==> src/hdl/accel_trim_defs.vh <==
// Purpose: constants for the range, trim and sample queue control block
// Assumes: 8-bit register port, 7-bit register addresses
// Notes: trim preload values arrive from the fuse array ports
`ifndef ACCEL_TRIM_DEFS_VH
`define ACCEL_TRIM_DEFS_VH

`define ADDR_RANGE_FILTER 7'h20
`define ADDR_X_OFF_LOW 7'h21
`define ADDR_X_OFF_HIGH 7'h22
`define ADDR_Y_OFF_LOW 7'h23
`define ADDR_Y_OFF_HIGH 7'h24
`define ADDR_Z_OFF_LOW 7'h25
`define ADDR_Z_OFF_HIGH 7'h26
`define ADDR_X_GAIN 7'h27
`define ADDR_Y_GAIN 7'h28
`define ADDR_Z_GAIN 7'h29
`define ADDR_QUEUE_CTRL 7'h2d
`define ADDR_QUEUE_WMARK 7'h2e
`define ADDR_OUT_FIRST 7'h0d
`define ADDR_OUT_LAST 7'h12

`define RST_RANGE_FILTER 8'h00
`define RST_QUEUE_CTRL 8'h00
`define RST_QUEUE_WMARK 5'h10

`define QC_FULL_IRQ_EN 1
`define QC_WMARK_IRQ_EN 2
`define QC_MERGE_IRQ 3
`define QC_RESET 4
`define QC_ENABLE 5
`define QC_MODE 6

`define RANGE_LSB 4
`define LOWPASS_EN_BIT 3

`define BW_DIV_4P255 3'h1
`define BW_DIV_6 3'h2
`define BW_DIV_12 3'h3
`define BW_DIV_16 3'h5

`define QUEUE_DEPTH 32
`define QUEUE_PTR_W 5

`endif

==> src/hdl/accel_trim_range_fifo_ctrl.v <==
// Overview of operation
// - Range code 0..4 selects 2,4,8,16,12 g; codes 5..7 are reserved.
// - Results are sign-extended two's complement on out_x, out_y, out_z; output addresses 0x0d-0x12 read as zero.
// - Lowpass enable 0 bypasses the filter; 1 applies it.
// - Bandwidth code 1,2,3,5 divides internal rate by 4.255,6,12,16; others reserved.
// - Per-axis signed 15-bit offset, low byte plus bits 6:0 of next.
// - Offsets and gains preload from fuses at reset; host writes overwrite.
// - Per-axis 9-bit gain; bit 8 lives in bit 7 of high offset.
// - Queue full interrupt enabled only by control bit 1, default off.
// - Queue watermark interrupt enabled by control bit 2 and needs enable bit 5 set, default off.
// - Merge bit 0 splits requests over two pins; 1 sends all to first.
// - Queue reset clears pointers and control logic, keeps stored samples.
// - Queue and its operations disabled while enable bit is 0.
// - Mode 1 drops new samples once count reaches watermark level.
// - Watermark level is 5 bits, resets to 0x10, host uses 1..31.
// - Bits 7:5 of watermark register read as zero.
// - Filter cutoff follows the undecimated internal sample rate.
//
// Purpose: range, filter, trim and sample queue control for the accelerometer
// Assumes: register port gives address, write strobe, read strobe, byte data
// Notes: trim registers are write-only from the port but readable internally
`timescale 1ns/1ps
`default_nettype none
`include "accel_trim_defs.vh"
module accel_trim_range_fifo_ctrl #(
	parameter SAMPLE_W = 48,
	parameter PTR_W = `QUEUE_PTR_W
) (
	// Clock and reset
	input wire clk,
	input wire rst_n,
	// Register port
	input wire [6:0] reg_addr,
	input wire reg_wr,
	input wire reg_rd,
	input wire [7:0] reg_wdata,
	output reg [7:0] reg_rdata,
	// Fuse preload values
	input wire [14:0] fuse_x_offset,
	input wire [14:0] fuse_y_offset,
	input wire [14:0] fuse_z_offset,
	input wire [8:0] fuse_x_scale,
	input wire [8:0] fuse_y_scale,
	input wire [8:0] fuse_z_scale,
	// Raw samples from the converter at the internal sample rate
	input wire raw_valid,
	input wire [15:0] raw_x,
	input wire [15:0] raw_y,
	input wire [15:0] raw_z,
	// Interrupt requests from the rest of the device
	input wire motion_irq_req,
	// Conditioned result out
	output reg [15:0] out_x,
	output reg [15:0] out_y,
	output reg [15:0] out_z,
	output reg out_strobe,
	// Queue drain
	output wire q_out_valid,
	input wire q_out_ready,
	output wire [SAMPLE_W-1:0] q_out_data,
	output reg [PTR_W:0] q_count,
	// Decoded settings
	output reg [4:0] range_g,
	output reg range_reserved,
	output reg [4:0] cutoff_div_x1000_sel,
	// Interrupt pins, active low, open drain style
	output reg first_irq_pin_n,
	output reg second_irq_pin_n
);
	// Stored configuration
	reg [7:0] range_cfg_q;
	reg [14:0] x_axis_trim_offset_q;
	reg [14:0] y_axis_trim_offset_q;
	reg [14:0] z_axis_trim_offset_q;
	reg [8:0] x_axis_trim_scale_q;
	reg [8:0] y_axis_trim_scale_q;
	reg [8:0] z_axis_trim_scale_q;
	reg [7:0] qctrl_q;
	reg [4:0] queue_watermark_level_q;
	reg fuse_loaded_q;

	wire lowpass_enable;
	wire [2:0] lowpass_bandwidth_select;
	wire [2:0] range_sel;
	wire queue_full_irq_enable;
	wire queue_watermark_irq_enable;
	wire merge_irq_to_first_pin;
	wire queue_reset;
	wire queue_enable;
	wire queue_stop_mode;

	assign range_sel = range_cfg_q[`RANGE_LSB+2:`RANGE_LSB];
	assign lowpass_enable = range_cfg_q[`LOWPASS_EN_BIT];
	assign lowpass_bandwidth_select = range_cfg_q[2:0];
	assign queue_full_irq_enable = qctrl_q[`QC_FULL_IRQ_EN];
	assign queue_watermark_irq_enable = qctrl_q[`QC_WMARK_IRQ_EN];
	assign merge_irq_to_first_pin = qctrl_q[`QC_MERGE_IRQ];
	assign queue_reset = qctrl_q[`QC_RESET];
	assign queue_enable = qctrl_q[`QC_ENABLE];
	assign queue_stop_mode = qctrl_q[`QC_MODE];

	// Register writes; fuse preload one cycle after reset release
	always @(posedge clk) begin
		if (!rst_n) begin
			range_cfg_q <= `RST_RANGE_FILTER;
			qctrl_q <= `RST_QUEUE_CTRL;
			queue_watermark_level_q <= `RST_QUEUE_WMARK;
			fuse_loaded_q <= 1'b0;
			x_axis_trim_offset_q <= 15'h0000;
			y_axis_trim_offset_q <= 15'h0000;
			z_axis_trim_offset_q <= 15'h0000;
			x_axis_trim_scale_q <= 9'h000;
			y_axis_trim_scale_q <= 9'h000;
			z_axis_trim_scale_q <= 9'h000;
		end else if (!fuse_loaded_q) begin
			// Fuse ports are sampled clocked, never under reset
			fuse_loaded_q <= 1'b1;
			x_axis_trim_offset_q <= fuse_x_offset;
			y_axis_trim_offset_q <= fuse_y_offset;
			z_axis_trim_offset_q <= fuse_z_offset;
			x_axis_trim_scale_q <= fuse_x_scale;
			y_axis_trim_scale_q <= fuse_y_scale;
			z_axis_trim_scale_q <= fuse_z_scale;
		end else if (reg_wr) begin
			case (reg_addr)
			`ADDR_RANGE_FILTER: range_cfg_q <= reg_wdata;
			`ADDR_X_OFF_LOW: x_axis_trim_offset_q[7:0] <= reg_wdata;
			`ADDR_X_OFF_HIGH: begin
				x_axis_trim_offset_q[14:8] <= reg_wdata[6:0];
				x_axis_trim_scale_q[8] <= reg_wdata[7];
			end
			`ADDR_Y_OFF_LOW: y_axis_trim_offset_q[7:0] <= reg_wdata;
			`ADDR_Y_OFF_HIGH: begin
				y_axis_trim_offset_q[14:8] <= reg_wdata[6:0];
				y_axis_trim_scale_q[8] <= reg_wdata[7];
			end
			`ADDR_Z_OFF_LOW: z_axis_trim_offset_q[7:0] <= reg_wdata;
			`ADDR_Z_OFF_HIGH: begin
				z_axis_trim_offset_q[14:8] <= reg_wdata[6:0];
				z_axis_trim_scale_q[8] <= reg_wdata[7];
			end
			`ADDR_X_GAIN: x_axis_trim_scale_q[7:0] <= reg_wdata;
			`ADDR_Y_GAIN: y_axis_trim_scale_q[7:0] <= reg_wdata;
			`ADDR_Z_GAIN: z_axis_trim_scale_q[7:0] <= reg_wdata;
			`ADDR_QUEUE_CTRL: qctrl_q <= reg_wdata;
			`ADDR_QUEUE_WMARK: queue_watermark_level_q <= reg_wdata[4:0];
			default: fuse_loaded_q <= fuse_loaded_q;
			endcase
		end
	end

	// Readback: only queue registers are readable; write-only return zero
	always @(posedge clk) begin
		if (!rst_n) begin
			reg_rdata <= 8'h00;
		end else if (reg_rd) begin
			case (reg_addr)
			`ADDR_QUEUE_CTRL: reg_rdata <= qctrl_q;
			`ADDR_QUEUE_WMARK: reg_rdata <= {3'h0, queue_watermark_level_q};
			default: reg_rdata <= 8'h00;
			endcase
		end
	end

	// Range and bandwidth decode, registered for the datapath
	always @(posedge clk) begin
		if (!rst_n) begin
			range_g <= 5'h02;
			range_reserved <= 1'b0;
			cutoff_div_x1000_sel <= 5'h00;
		end else begin
			range_reserved <= 1'b0;
			case (range_sel)
			3'h0: range_g <= 5'h02;
			3'h1: range_g <= 5'h04;
			3'h2: range_g <= 5'h08;
			3'h3: range_g <= 5'h10;
			3'h4: range_g <= 5'h0c;
			default: begin
				range_g <= range_g;
				range_reserved <= 1'b1;
			end
			endcase
			// Cutoff divider index, relative to the internal rate
			case (lowpass_bandwidth_select)
			`BW_DIV_4P255: cutoff_div_x1000_sel <= 5'h01;
			`BW_DIV_6: cutoff_div_x1000_sel <= 5'h02;
			`BW_DIV_12: cutoff_div_x1000_sel <= 5'h03;
			`BW_DIV_16: cutoff_div_x1000_sel <= 5'h05;
			default: cutoff_div_x1000_sel <= 5'h00;
			endcase
		end
	end

	// Simple one-pole smoothing, shift chosen by bandwidth code
	reg [17:0] filt_x_q;
	reg [17:0] filt_y_q;
	reg [17:0] filt_z_q;
	reg [1:0] shift_sel;
	reg push_strobe_q;
	always @* begin
		case (lowpass_bandwidth_select)
		`BW_DIV_4P255: shift_sel = 2'h0;
		`BW_DIV_6: shift_sel = 2'h1;
		`BW_DIV_12: shift_sel = 2'h2;
		`BW_DIV_16: shift_sel = 2'h3;
		default: shift_sel = 2'h0;
		endcase
	end

	function [17:0] lp_step;
		input [17:0] acc;
		input [15:0] smp;
		input [1:0] sh;
		reg signed [17:0] diff;
		begin
			diff = $signed({{2{smp[15]}}, smp}) - $signed(acc);
			// Signed sum keeps the shift arithmetic; 3-bit amount gives 1..4
			lp_step = $signed(acc) + (diff >>> ({1'b0, sh} + 3'h1));
		end
	endfunction

	// Offset then gain; gain 256 is unity, result saturates to 16 bits
	function [15:0] trim;
		input [17:0] v;
		input [14:0] off;
		input [8:0] g;
		reg signed [18:0] s;
		reg signed [28:0] p;
		begin
			s = $signed({v[17], v}) + $signed({{4{off[14]}}, off});
			p = (s * $signed({1'b0, g})) >>> 8;
			if (p > 29'sd32767) trim = 16'h7fff;
			else if (p < -29'sd32768) trim = 16'h8000;
			else trim = p[15:0];
		end
	endfunction

	// Filter runs on every raw sample so cutoff tracks the internal rate
	always @(posedge clk) begin
		if (!rst_n) begin
			filt_x_q <= 18'h00000;
			filt_y_q <= 18'h00000;
			filt_z_q <= 18'h00000;
			out_x <= 16'h0000;
			out_y <= 16'h0000;
			out_z <= 16'h0000;
			out_strobe <= 1'b0;
			push_strobe_q <= 1'b0;
		end else begin
			out_strobe <= raw_valid;
			// Trimmed word settles one cycle after the strobe; queue waits for it
			push_strobe_q <= out_strobe;
			if (raw_valid) begin
				if (lowpass_enable) begin
					filt_x_q <= lp_step(filt_x_q, raw_x, shift_sel);
					filt_y_q <= lp_step(filt_y_q, raw_y, shift_sel);
					filt_z_q <= lp_step(filt_z_q, raw_z, shift_sel);
				end else begin
					filt_x_q <= {{2{raw_x[15]}}, raw_x};
					filt_y_q <= {{2{raw_y[15]}}, raw_y};
					filt_z_q <= {{2{raw_z[15]}}, raw_z};
				end
			end
			out_x <= trim(filt_x_q, x_axis_trim_offset_q, x_axis_trim_scale_q);
			out_y <= trim(filt_y_q, y_axis_trim_offset_q, y_axis_trim_scale_q);
			out_z <= trim(filt_z_q, z_axis_trim_offset_q, z_axis_trim_scale_q);
		end
	end

	// Queue pointers and count
	reg [PTR_W-1:0] wr_ptr_q;
	reg [PTR_W-1:0] rd_ptr_q;
	reg rd_pend_q;
	wire q_full;
	wire q_at_mark;
	wire q_push;
	wire q_pop;
	wire buf_in_ready;
	wire q_hold;

	assign q_hold = queue_reset || !queue_enable;
	assign q_full = (q_count == {1'b1, {PTR_W{1'b0}}}); // Depth is 2**PTR_W
	assign q_at_mark = (q_count >= {1'b0, queue_watermark_level_q});
	assign q_push = push_strobe_q && !q_hold && !q_full
		&& !(queue_stop_mode && q_at_mark);
	// One word in flight from memory to buffer; stall when buffer full
	assign q_pop = !q_hold && (q_count != {(PTR_W+1){1'b0}}) && buf_in_ready
		&& !rd_pend_q;

	always @(posedge clk) begin
		if (!rst_n || q_hold) begin
			wr_ptr_q <= {PTR_W{1'b0}};
			rd_ptr_q <= {PTR_W{1'b0}};
			q_count <= {(PTR_W+1){1'b0}};
			rd_pend_q <= 1'b0;
		end else begin
			rd_pend_q <= q_pop;
			if (q_push) wr_ptr_q <= wr_ptr_q + 1'b1;
			if (q_pop) rd_ptr_q <= rd_ptr_q + 1'b1;
			case ({q_push, q_pop})
			2'b10: q_count <= q_count + 1'b1;
			2'b01: q_count <= q_count - 1'b1;
			default: q_count <= q_count;
			endcase
		end
	end

	wire [SAMPLE_W-1:0] mem_rd;
	sample_store #(.WIDTH(SAMPLE_W), .ADDR_W(PTR_W)) u_store (
		.clk(clk),
		.wr_en(q_push),
		.wr_addr(wr_ptr_q),
		.wr_data({out_z, out_y, out_x}),
		.rd_addr(rd_ptr_q),
		.rd_data(mem_rd)
	);

	skid_buffer #(.WIDTH(SAMPLE_W)) u_buf (
		.clk(clk),
		.rst_n(rst_n),
		.flush(q_hold),
		.in_valid(rd_pend_q),
		.in_ready(buf_in_ready),
		.in_data(mem_rd),
		.out_valid(q_out_valid),
		.out_ready(q_out_ready),
		.out_data(q_out_data)
	);

	// Interrupt routing; queue requests gated by their enables
	wire q_irq;
	assign q_irq = (queue_full_irq_enable && q_full)
		|| (queue_watermark_irq_enable && q_at_mark && queue_enable);
	always @(posedge clk) begin
		if (!rst_n) begin
			first_irq_pin_n <= 1'b1;
			second_irq_pin_n <= 1'b1;
		end else if (merge_irq_to_first_pin) begin
			first_irq_pin_n <= !(motion_irq_req || q_irq);
			second_irq_pin_n <= 1'b1;
		end else begin
			first_irq_pin_n <= !motion_irq_req;
			second_irq_pin_n <= !q_irq;
		end
	end
endmodule // accel_trim_range_fifo_ctrl
`default_nettype wire

==> src/hdl/sample_store.v <==
// Purpose: sample queue storage, one write port, registered read port
// Assumes: single clock, write and read addresses from the controller
// Notes: contents hold across queue reset; only pointers clear
`timescale 1ns/1ps
`default_nettype none
module sample_store #(
	parameter WIDTH = 48,
	parameter ADDR_W = 5
) (
	// Clock
	input wire clk,
	// Write port
	input wire wr_en,
	input wire [ADDR_W-1:0] wr_addr,
	input wire [WIDTH-1:0] wr_data,
	// Read port
	input wire [ADDR_W-1:0] rd_addr,
	output reg [WIDTH-1:0] rd_data
);
	reg [WIDTH-1:0] mem [0:(1<<ADDR_W)-1];

	// No reset on the array, so a queue reset leaves the words alone
	always @(posedge clk) begin
		if (wr_en) begin
			mem[wr_addr] <= wr_data;
		end
		rd_data <= mem[rd_addr];
	end
endmodule // sample_store
`default_nettype wire

==> src/hdl/skid_buffer.v <==
// Purpose: two-entry valid/ready buffer in the sample output path
// Assumes: single clock, synchronous active-low reset
// Notes: in_ready is decoded from the registered count and low only when both entries are full
`timescale 1ns/1ps
`default_nettype none
module skid_buffer #(
	parameter WIDTH = 48
) (
	// Clock and reset
	input wire clk,
	input wire rst_n,
	input wire flush,
	// Fill side
	input wire in_valid,
	output wire in_ready,
	input wire [WIDTH-1:0] in_data,
	// Drain side
	output wire out_valid,
	input wire out_ready,
	output wire [WIDTH-1:0] out_data
);
	reg [WIDTH-1:0] ent0_q;
	reg [WIDTH-1:0] ent1_q;
	reg [1:0] cnt_q;
	reg valid_q;
	wire push;
	wire pop;

	assign push = in_valid && (cnt_q != 2'h2);
	assign pop = (cnt_q != 2'h0) && out_ready;
	assign in_ready = (cnt_q != 2'h2);
	// Valid kept in its own flop so the drain side sees no decode logic
	assign out_valid = valid_q;
	assign out_data = ent0_q;

	// Entry 0 is always the head; entry 1 shifts down on a pop
	always @(posedge clk) begin
		if (!rst_n || flush) begin
			cnt_q <= 2'h0;
			valid_q <= 1'b0;
			ent0_q <= {WIDTH{1'b0}};
			ent1_q <= {WIDTH{1'b0}};
		end else begin
			case ({push, pop})
			2'b10: begin
				if (cnt_q == 2'h0) ent0_q <= in_data;
				else ent1_q <= in_data;
				cnt_q <= cnt_q + 2'h1;
				valid_q <= 1'b1;
			end
			2'b01: begin
				ent0_q <= ent1_q;
				cnt_q <= cnt_q - 2'h1;
				valid_q <= (cnt_q == 2'h2);
			end
			2'b11: begin
				if (cnt_q == 2'h1) ent0_q <= in_data;
				else begin
					ent0_q <= ent1_q;
					ent1_q <= in_data;
				end
			end
			default: begin
				cnt_q <= cnt_q;
			end
			endcase
		end
	end
endmodule // skid_buffer
`default_nettype wire

==> config.mk <==
export PLATFORM = sky130hd
export DESIGN_NAME = accel_trim_range_fifo_ctrl
export DESIGN_NICKNAME = d
export VERILOG_FILES = /design/src/hdl/accel_trim_range_fifo_ctrl.v /design/src/hdl/sample_store.v /design/src/hdl/skid_buffer.v
export VERILOG_INCLUDE_DIRS = /design/src /design/src/hdl
export SDC_FILE = /design/constraint.sdc
export NUM_CORES = 2
export LEC_CHECK = 0
export ABC_AREA = 0
export BUFFER_PORTS_ARGS = -buffer_cell sky130_fd_sc_hd__buf_2
export CAP_MARGIN = 20
export CORE_ASPECT_RATIO = 1.4
export CORE_UTILIZATION = 40
export DETAILED_ROUTE_END_ITERATION = 8
export PLACE_DENSITY = 0.52
export SLEW_MARGIN = 20
export SYNTH_ARGS = -nofsm -noshare
export SYNTH_HDL_FRONTEND = slang
export SYNTH_SLANG_ARGS = --single-unit
==> constraint.sdc <==
create_clock -name clk -period 9.1 [get_ports clk]
set_input_delay 1.82 -clock clk [delete_from_list [all_inputs] [get_ports clk]]
set_output_delay 1.82 -clock clk [all_outputs]
set_load 0.005 [all_outputs]
==> summary.md <==
| Metric | Value |
|---|---|
| Critical Path Max Stage Delay | `0.61 ns` |
| Vias per Instance | `5.502` |
| Worst path bufs/invs | `3` |
| Gpl congestion | `0.8665` |
| Ys flop type | `edfxtp_1` |
| Largest net degree at the start of global routing | `117` |
| Max cap viols | `0` |
| Die ar. | `249200 µm²` |
| Netlist area before placement | `98870 µm²` |
| EDFF count, synth | `1536` |
| Final Slew Violations | `0` |
| Most frequent CP cell | `fa_1` |
| Layout cells sized above 1 | `0.1776` |
| Final ANT Viol Nets | `0` |
| Synth warnings | `0` |
| Slew headroom | `0.2319` |
| Final Hold Fails | `0` |
| Num CTS Buffers | `194` |
| RSZ-0062 raised after global routing | `false` |
| Max IR drop VDD | `0.1711 mV` |
| Slowest cell on the critical path | `xor2_1` |
| Clk Latency, worst-skew pair | `0.87 ns` |
| FP Rows | `215` |
| Clk_skew | `0.07038 ns` |
| Leak | `0.04053 µW` |
| Worst setup EP type | `flop` |
| Final global-route overflow total | `0` |
| Area grow syn2layout | `12.06%` |
| Sequential element share of the synthesized area | `0.5433` |
| R2R Setup Slk | `0.52 ns` |
| Worst Tran Pin Value | `1.152 ns` |
| Clock Path Buffers | `4` |
| Worst-path clk slew | `0.06 ns` |
| Detailed placement HPWL | `176200 µm` |
| Syn Inst Count | `7074` |
| Outcome | `finished clean` |
| Power per Cell Area | `227.5 nW/µm²` |
| Initial antenna violation count | `12` |
| Post-synthesis register bit count | `1915` |
| HP Start | `u_store.rd_data[13]$_DFF_P_` |
| Root Driver | `clkbuf_16` |
| Synthesized area per cell | `13.98 µm²` |
| Critical path peak fanout | `15` |
| IO Port Bufs | `263` |
| DR DRC count | `0` |
| Drt initial violations | `4101` |
| Critical path required time | `9.76 ns` |
| Hold path depth | `2` |
| Final min period | `8.580 ns` |
| Die height | `590.3 µm` |
| Final wirelength | `274200 µm` |
| CP delay by family, top | `compound AO/OA/AOI/OAI gates` |
| Vias in the first global route | `61450` |
| CORE AREA | `245300 µm²` |
| I/O Pins | `267` |
| Reg2reg start | `filt_x_q[1]$_SDFFE_PN0P_` |
| Initial Utilization | `0.4030` |
| Fin crit share | `0.9429` |
| Setup TNS Final | `0 ns` |
| Worst Reg-to-Reg Cells | `29` |
| Max frequency | `116.5 MHz` |
| R2R Path End | `out_x[1]$_SDFF_PN0_` |
| Placed cell count | `10420` |
| Async SR Flop Fraction | `0` |
| Synth cell types | `97` |
| Avg WL per Cell | `25.44 µm` |
| Die X | `422.2 µm` |
| CTS H-tree lvls | `4` |
| WHS Endpoint | `u_buf.ent1_q[13]$_SDFFE_PP0P_` |
| Setup violations, final | `0` |
| Crit start category | `flop` |
| HP Class | `flop to flop` |
| Hold Buf Count CTS | `0` |
| # clock sinks | `1915` |
| Nets | `8305` |
| Critical setup path kind | `flop to flop` |
| Final std cells w/o fill | `10780` |
| First-pass GRT wire length | `405700 µm` |
| TritonCTS clock tree | `yes` |
| Total Routing Usage GR | `0.2179` |
| Drt first pass iters | `5` |
| Total number of vias | `59300` |
| Critical Path AT | `9.24 ns` |
metal layers:
| metal | track usage | part of all wire |
|---|---|---|
| met5 | 0 | 0.000047 |
| met3 | 0.02685 | 0.047 |
| met1 | 0.2836 | 0.42 |
| met2 | 0.3853 | 0.51 |
| met4 | 0.05280 | 0.023 |
state kept, by name, indices dropped and copies added (netlist names), 18 cells and up:
| name | cells |
|---|---|
| filt_y_q | 18 |
| u_buf.out_data | 48 |
| u_store.mem | 1536 |
| filt_z_q | 18 |
| u_buf.ent1_q | 48 |
| u_store.rd_data | 48 |
| filt_x_q | 18 |
worst min-delay path, delay by kind of cell (launching register included):
family          cells  cell delay [ns]
compound gates      1             0.05
flops               1             0.31
simple gates        1             0.05
through the flow:
step	area, µm²	total power (µW)	hold slack, ns	utilization	setup WS (ns)
2_1_floorplan	98870	15450	0.4319	-	1.259
3_3_place_gp	104500	17420	0.4373	0.4261	0.2367
3_5_place_dp	104600	17540	0.4462	0.4262	0.1797
4_1_cts	110700	25450	0.4319	0.4513	0.1641
5_1_grt	110800	26570	0.4708	0.4516	0.004585
6_report	110800	25200	0.4353	0.4516	0.5199
Yosys cell counts (10+ instances only):
cell type / instances / area [µm²]
a211oi_1: 124 / 930.9
a21o_1: 86 / 645.6
a21oi_1: 287 / 1436
a221oi_1: 50 / 437.9
a31oi_1: 14 / 87.58
and2_1: 204 / 1276
and3_1: 24 / 150.1
buf_1: 39 / 146.4
clkbuf_1: 281 / 1055
dfxtp_1: 379 / 7587
edfxtp_1: 1536 / 46120
fa_1: 409 / 8188
ha_1: 390 / 4880
inv_1: 636 / 2387
mux2_2: 51 / 574.3
mux2i_1: 140 / 1401
mux4_2: 480 / 10810
nand2_1: 519 / 1948
nand2b_1: 33 / 206.5
nand3_1: 59 / 295.3
nand3b_1: 19 / 142.6
nand4_1: 18 / 112.6
nor2_1: 406 / 1524
nor2b_1: 42 / 262.8
nor3_1: 106 / 530.5
nor3b_1: 10 / 75.07
o211ai_1: 29 / 217.7
o21a_1: 24 / 180.2
o21ai_0: 145 / 725.7
o21bai_1: 45 / 337.8
o22ai_1: 19 / 118.9
o31ai_1: 14 / 105.1
or2_2: 12 / 75.07
or3_1: 23 / 143.9
xnor2_1: 147 / 1287
xor2_1: 94 / 823.3
worst max-delay path by stage:
stage                                         from                   end  slack, ns  cells past startpoint
after floorplan           filt_y_q[1]$_SDFFE_PN0P_  out_y[10]$_SDFF_PN0_       1.26                     30
after global placement    filt_y_q[0]$_SDFFE_PN0P_   out_y[0]$_SDFF_PN0_       0.24                     33
after detailed placement  filt_y_q[0]$_SDFFE_PN0P_   out_y[3]$_SDFF_PN0_       0.18                     31
after CTS                 filt_y_q[0]$_SDFFE_PN0P_   out_y[3]$_SDFF_PN0_       0.16                     31
after global routing      filt_x_q[1]$_SDFFE_PN0P_   out_x[1]$_SDFF_PN0_      0.005                     29
final                     filt_x_q[1]$_SDFFE_PN0P_   out_x[1]$_SDFF_PN0_       0.52                     29
layout by cell type, fill, tap and decap left out, types with 60 or more instances in the layout:
cell,instances
inv_1,635
xnor2_1,145
clkbuf_1,60
clkbuf_16,197
buf_2,263
xor2_1,94
mux4_2,480
dfxtp_1,362
ha_1,390
a21oi_1,285
buf_4,159
a211oi_1,124
edfxtp_1,1536
fa_1,409
nor2_1,370
o21ai_0,145
nor3_1,106
nand2_1,516
and2_1,204
mux2i_1,140
a21o_1,86
power by group:
part | leakage (µW) | internal [µW] | total, µW | switching [µW]
registers | 0.0167 | 10600 | 11000 | 449
logic | 0.0208 | 2360 | 6300 | 3940
clock network | 0.00300 | 4500 | 7900 | 3400
cell type report:
cell class	count	area (µm²)
fillers	21950	134500
flip-flops and latches	1915	53750
multi-input cells	4191	41840
clock buffers	278	5444
well taps	3255	4073
repair buffers	425	2570
inverters	637	2396
clock inverters	73	714.4
diodes	5	12.51
cell families (layout without fill, tap and decap cells):
| group | after synthesis | in the layout | share of synthesized area |
|---|---|---|---|
| DFF | 1915 | 1915 | 0.5433 |
| and+or+nand+nor | 1505 | 1505 | 0.07068 |
| AOI/OAI and AO/OA | 971 | 971 | 0.06578 |
| buffers and inverters | 970 | 1413 | 0.03716 |
| adders and majority gates | 799 | 799 | 0.1322 |
| muxes | 671 | 671 | 0.1293 |
| xor gates and xnor gates | 242 | 242 | 0.02158 |
| other | 1 | 8 | 0.00003793 |
repair_timing:
item / CTS / global route
setup endpoints to repair: 0 / 27
buffers inserted: 0 / 1
gates resized for setup: 0 / 7
(Power assumes the default switching activity.)
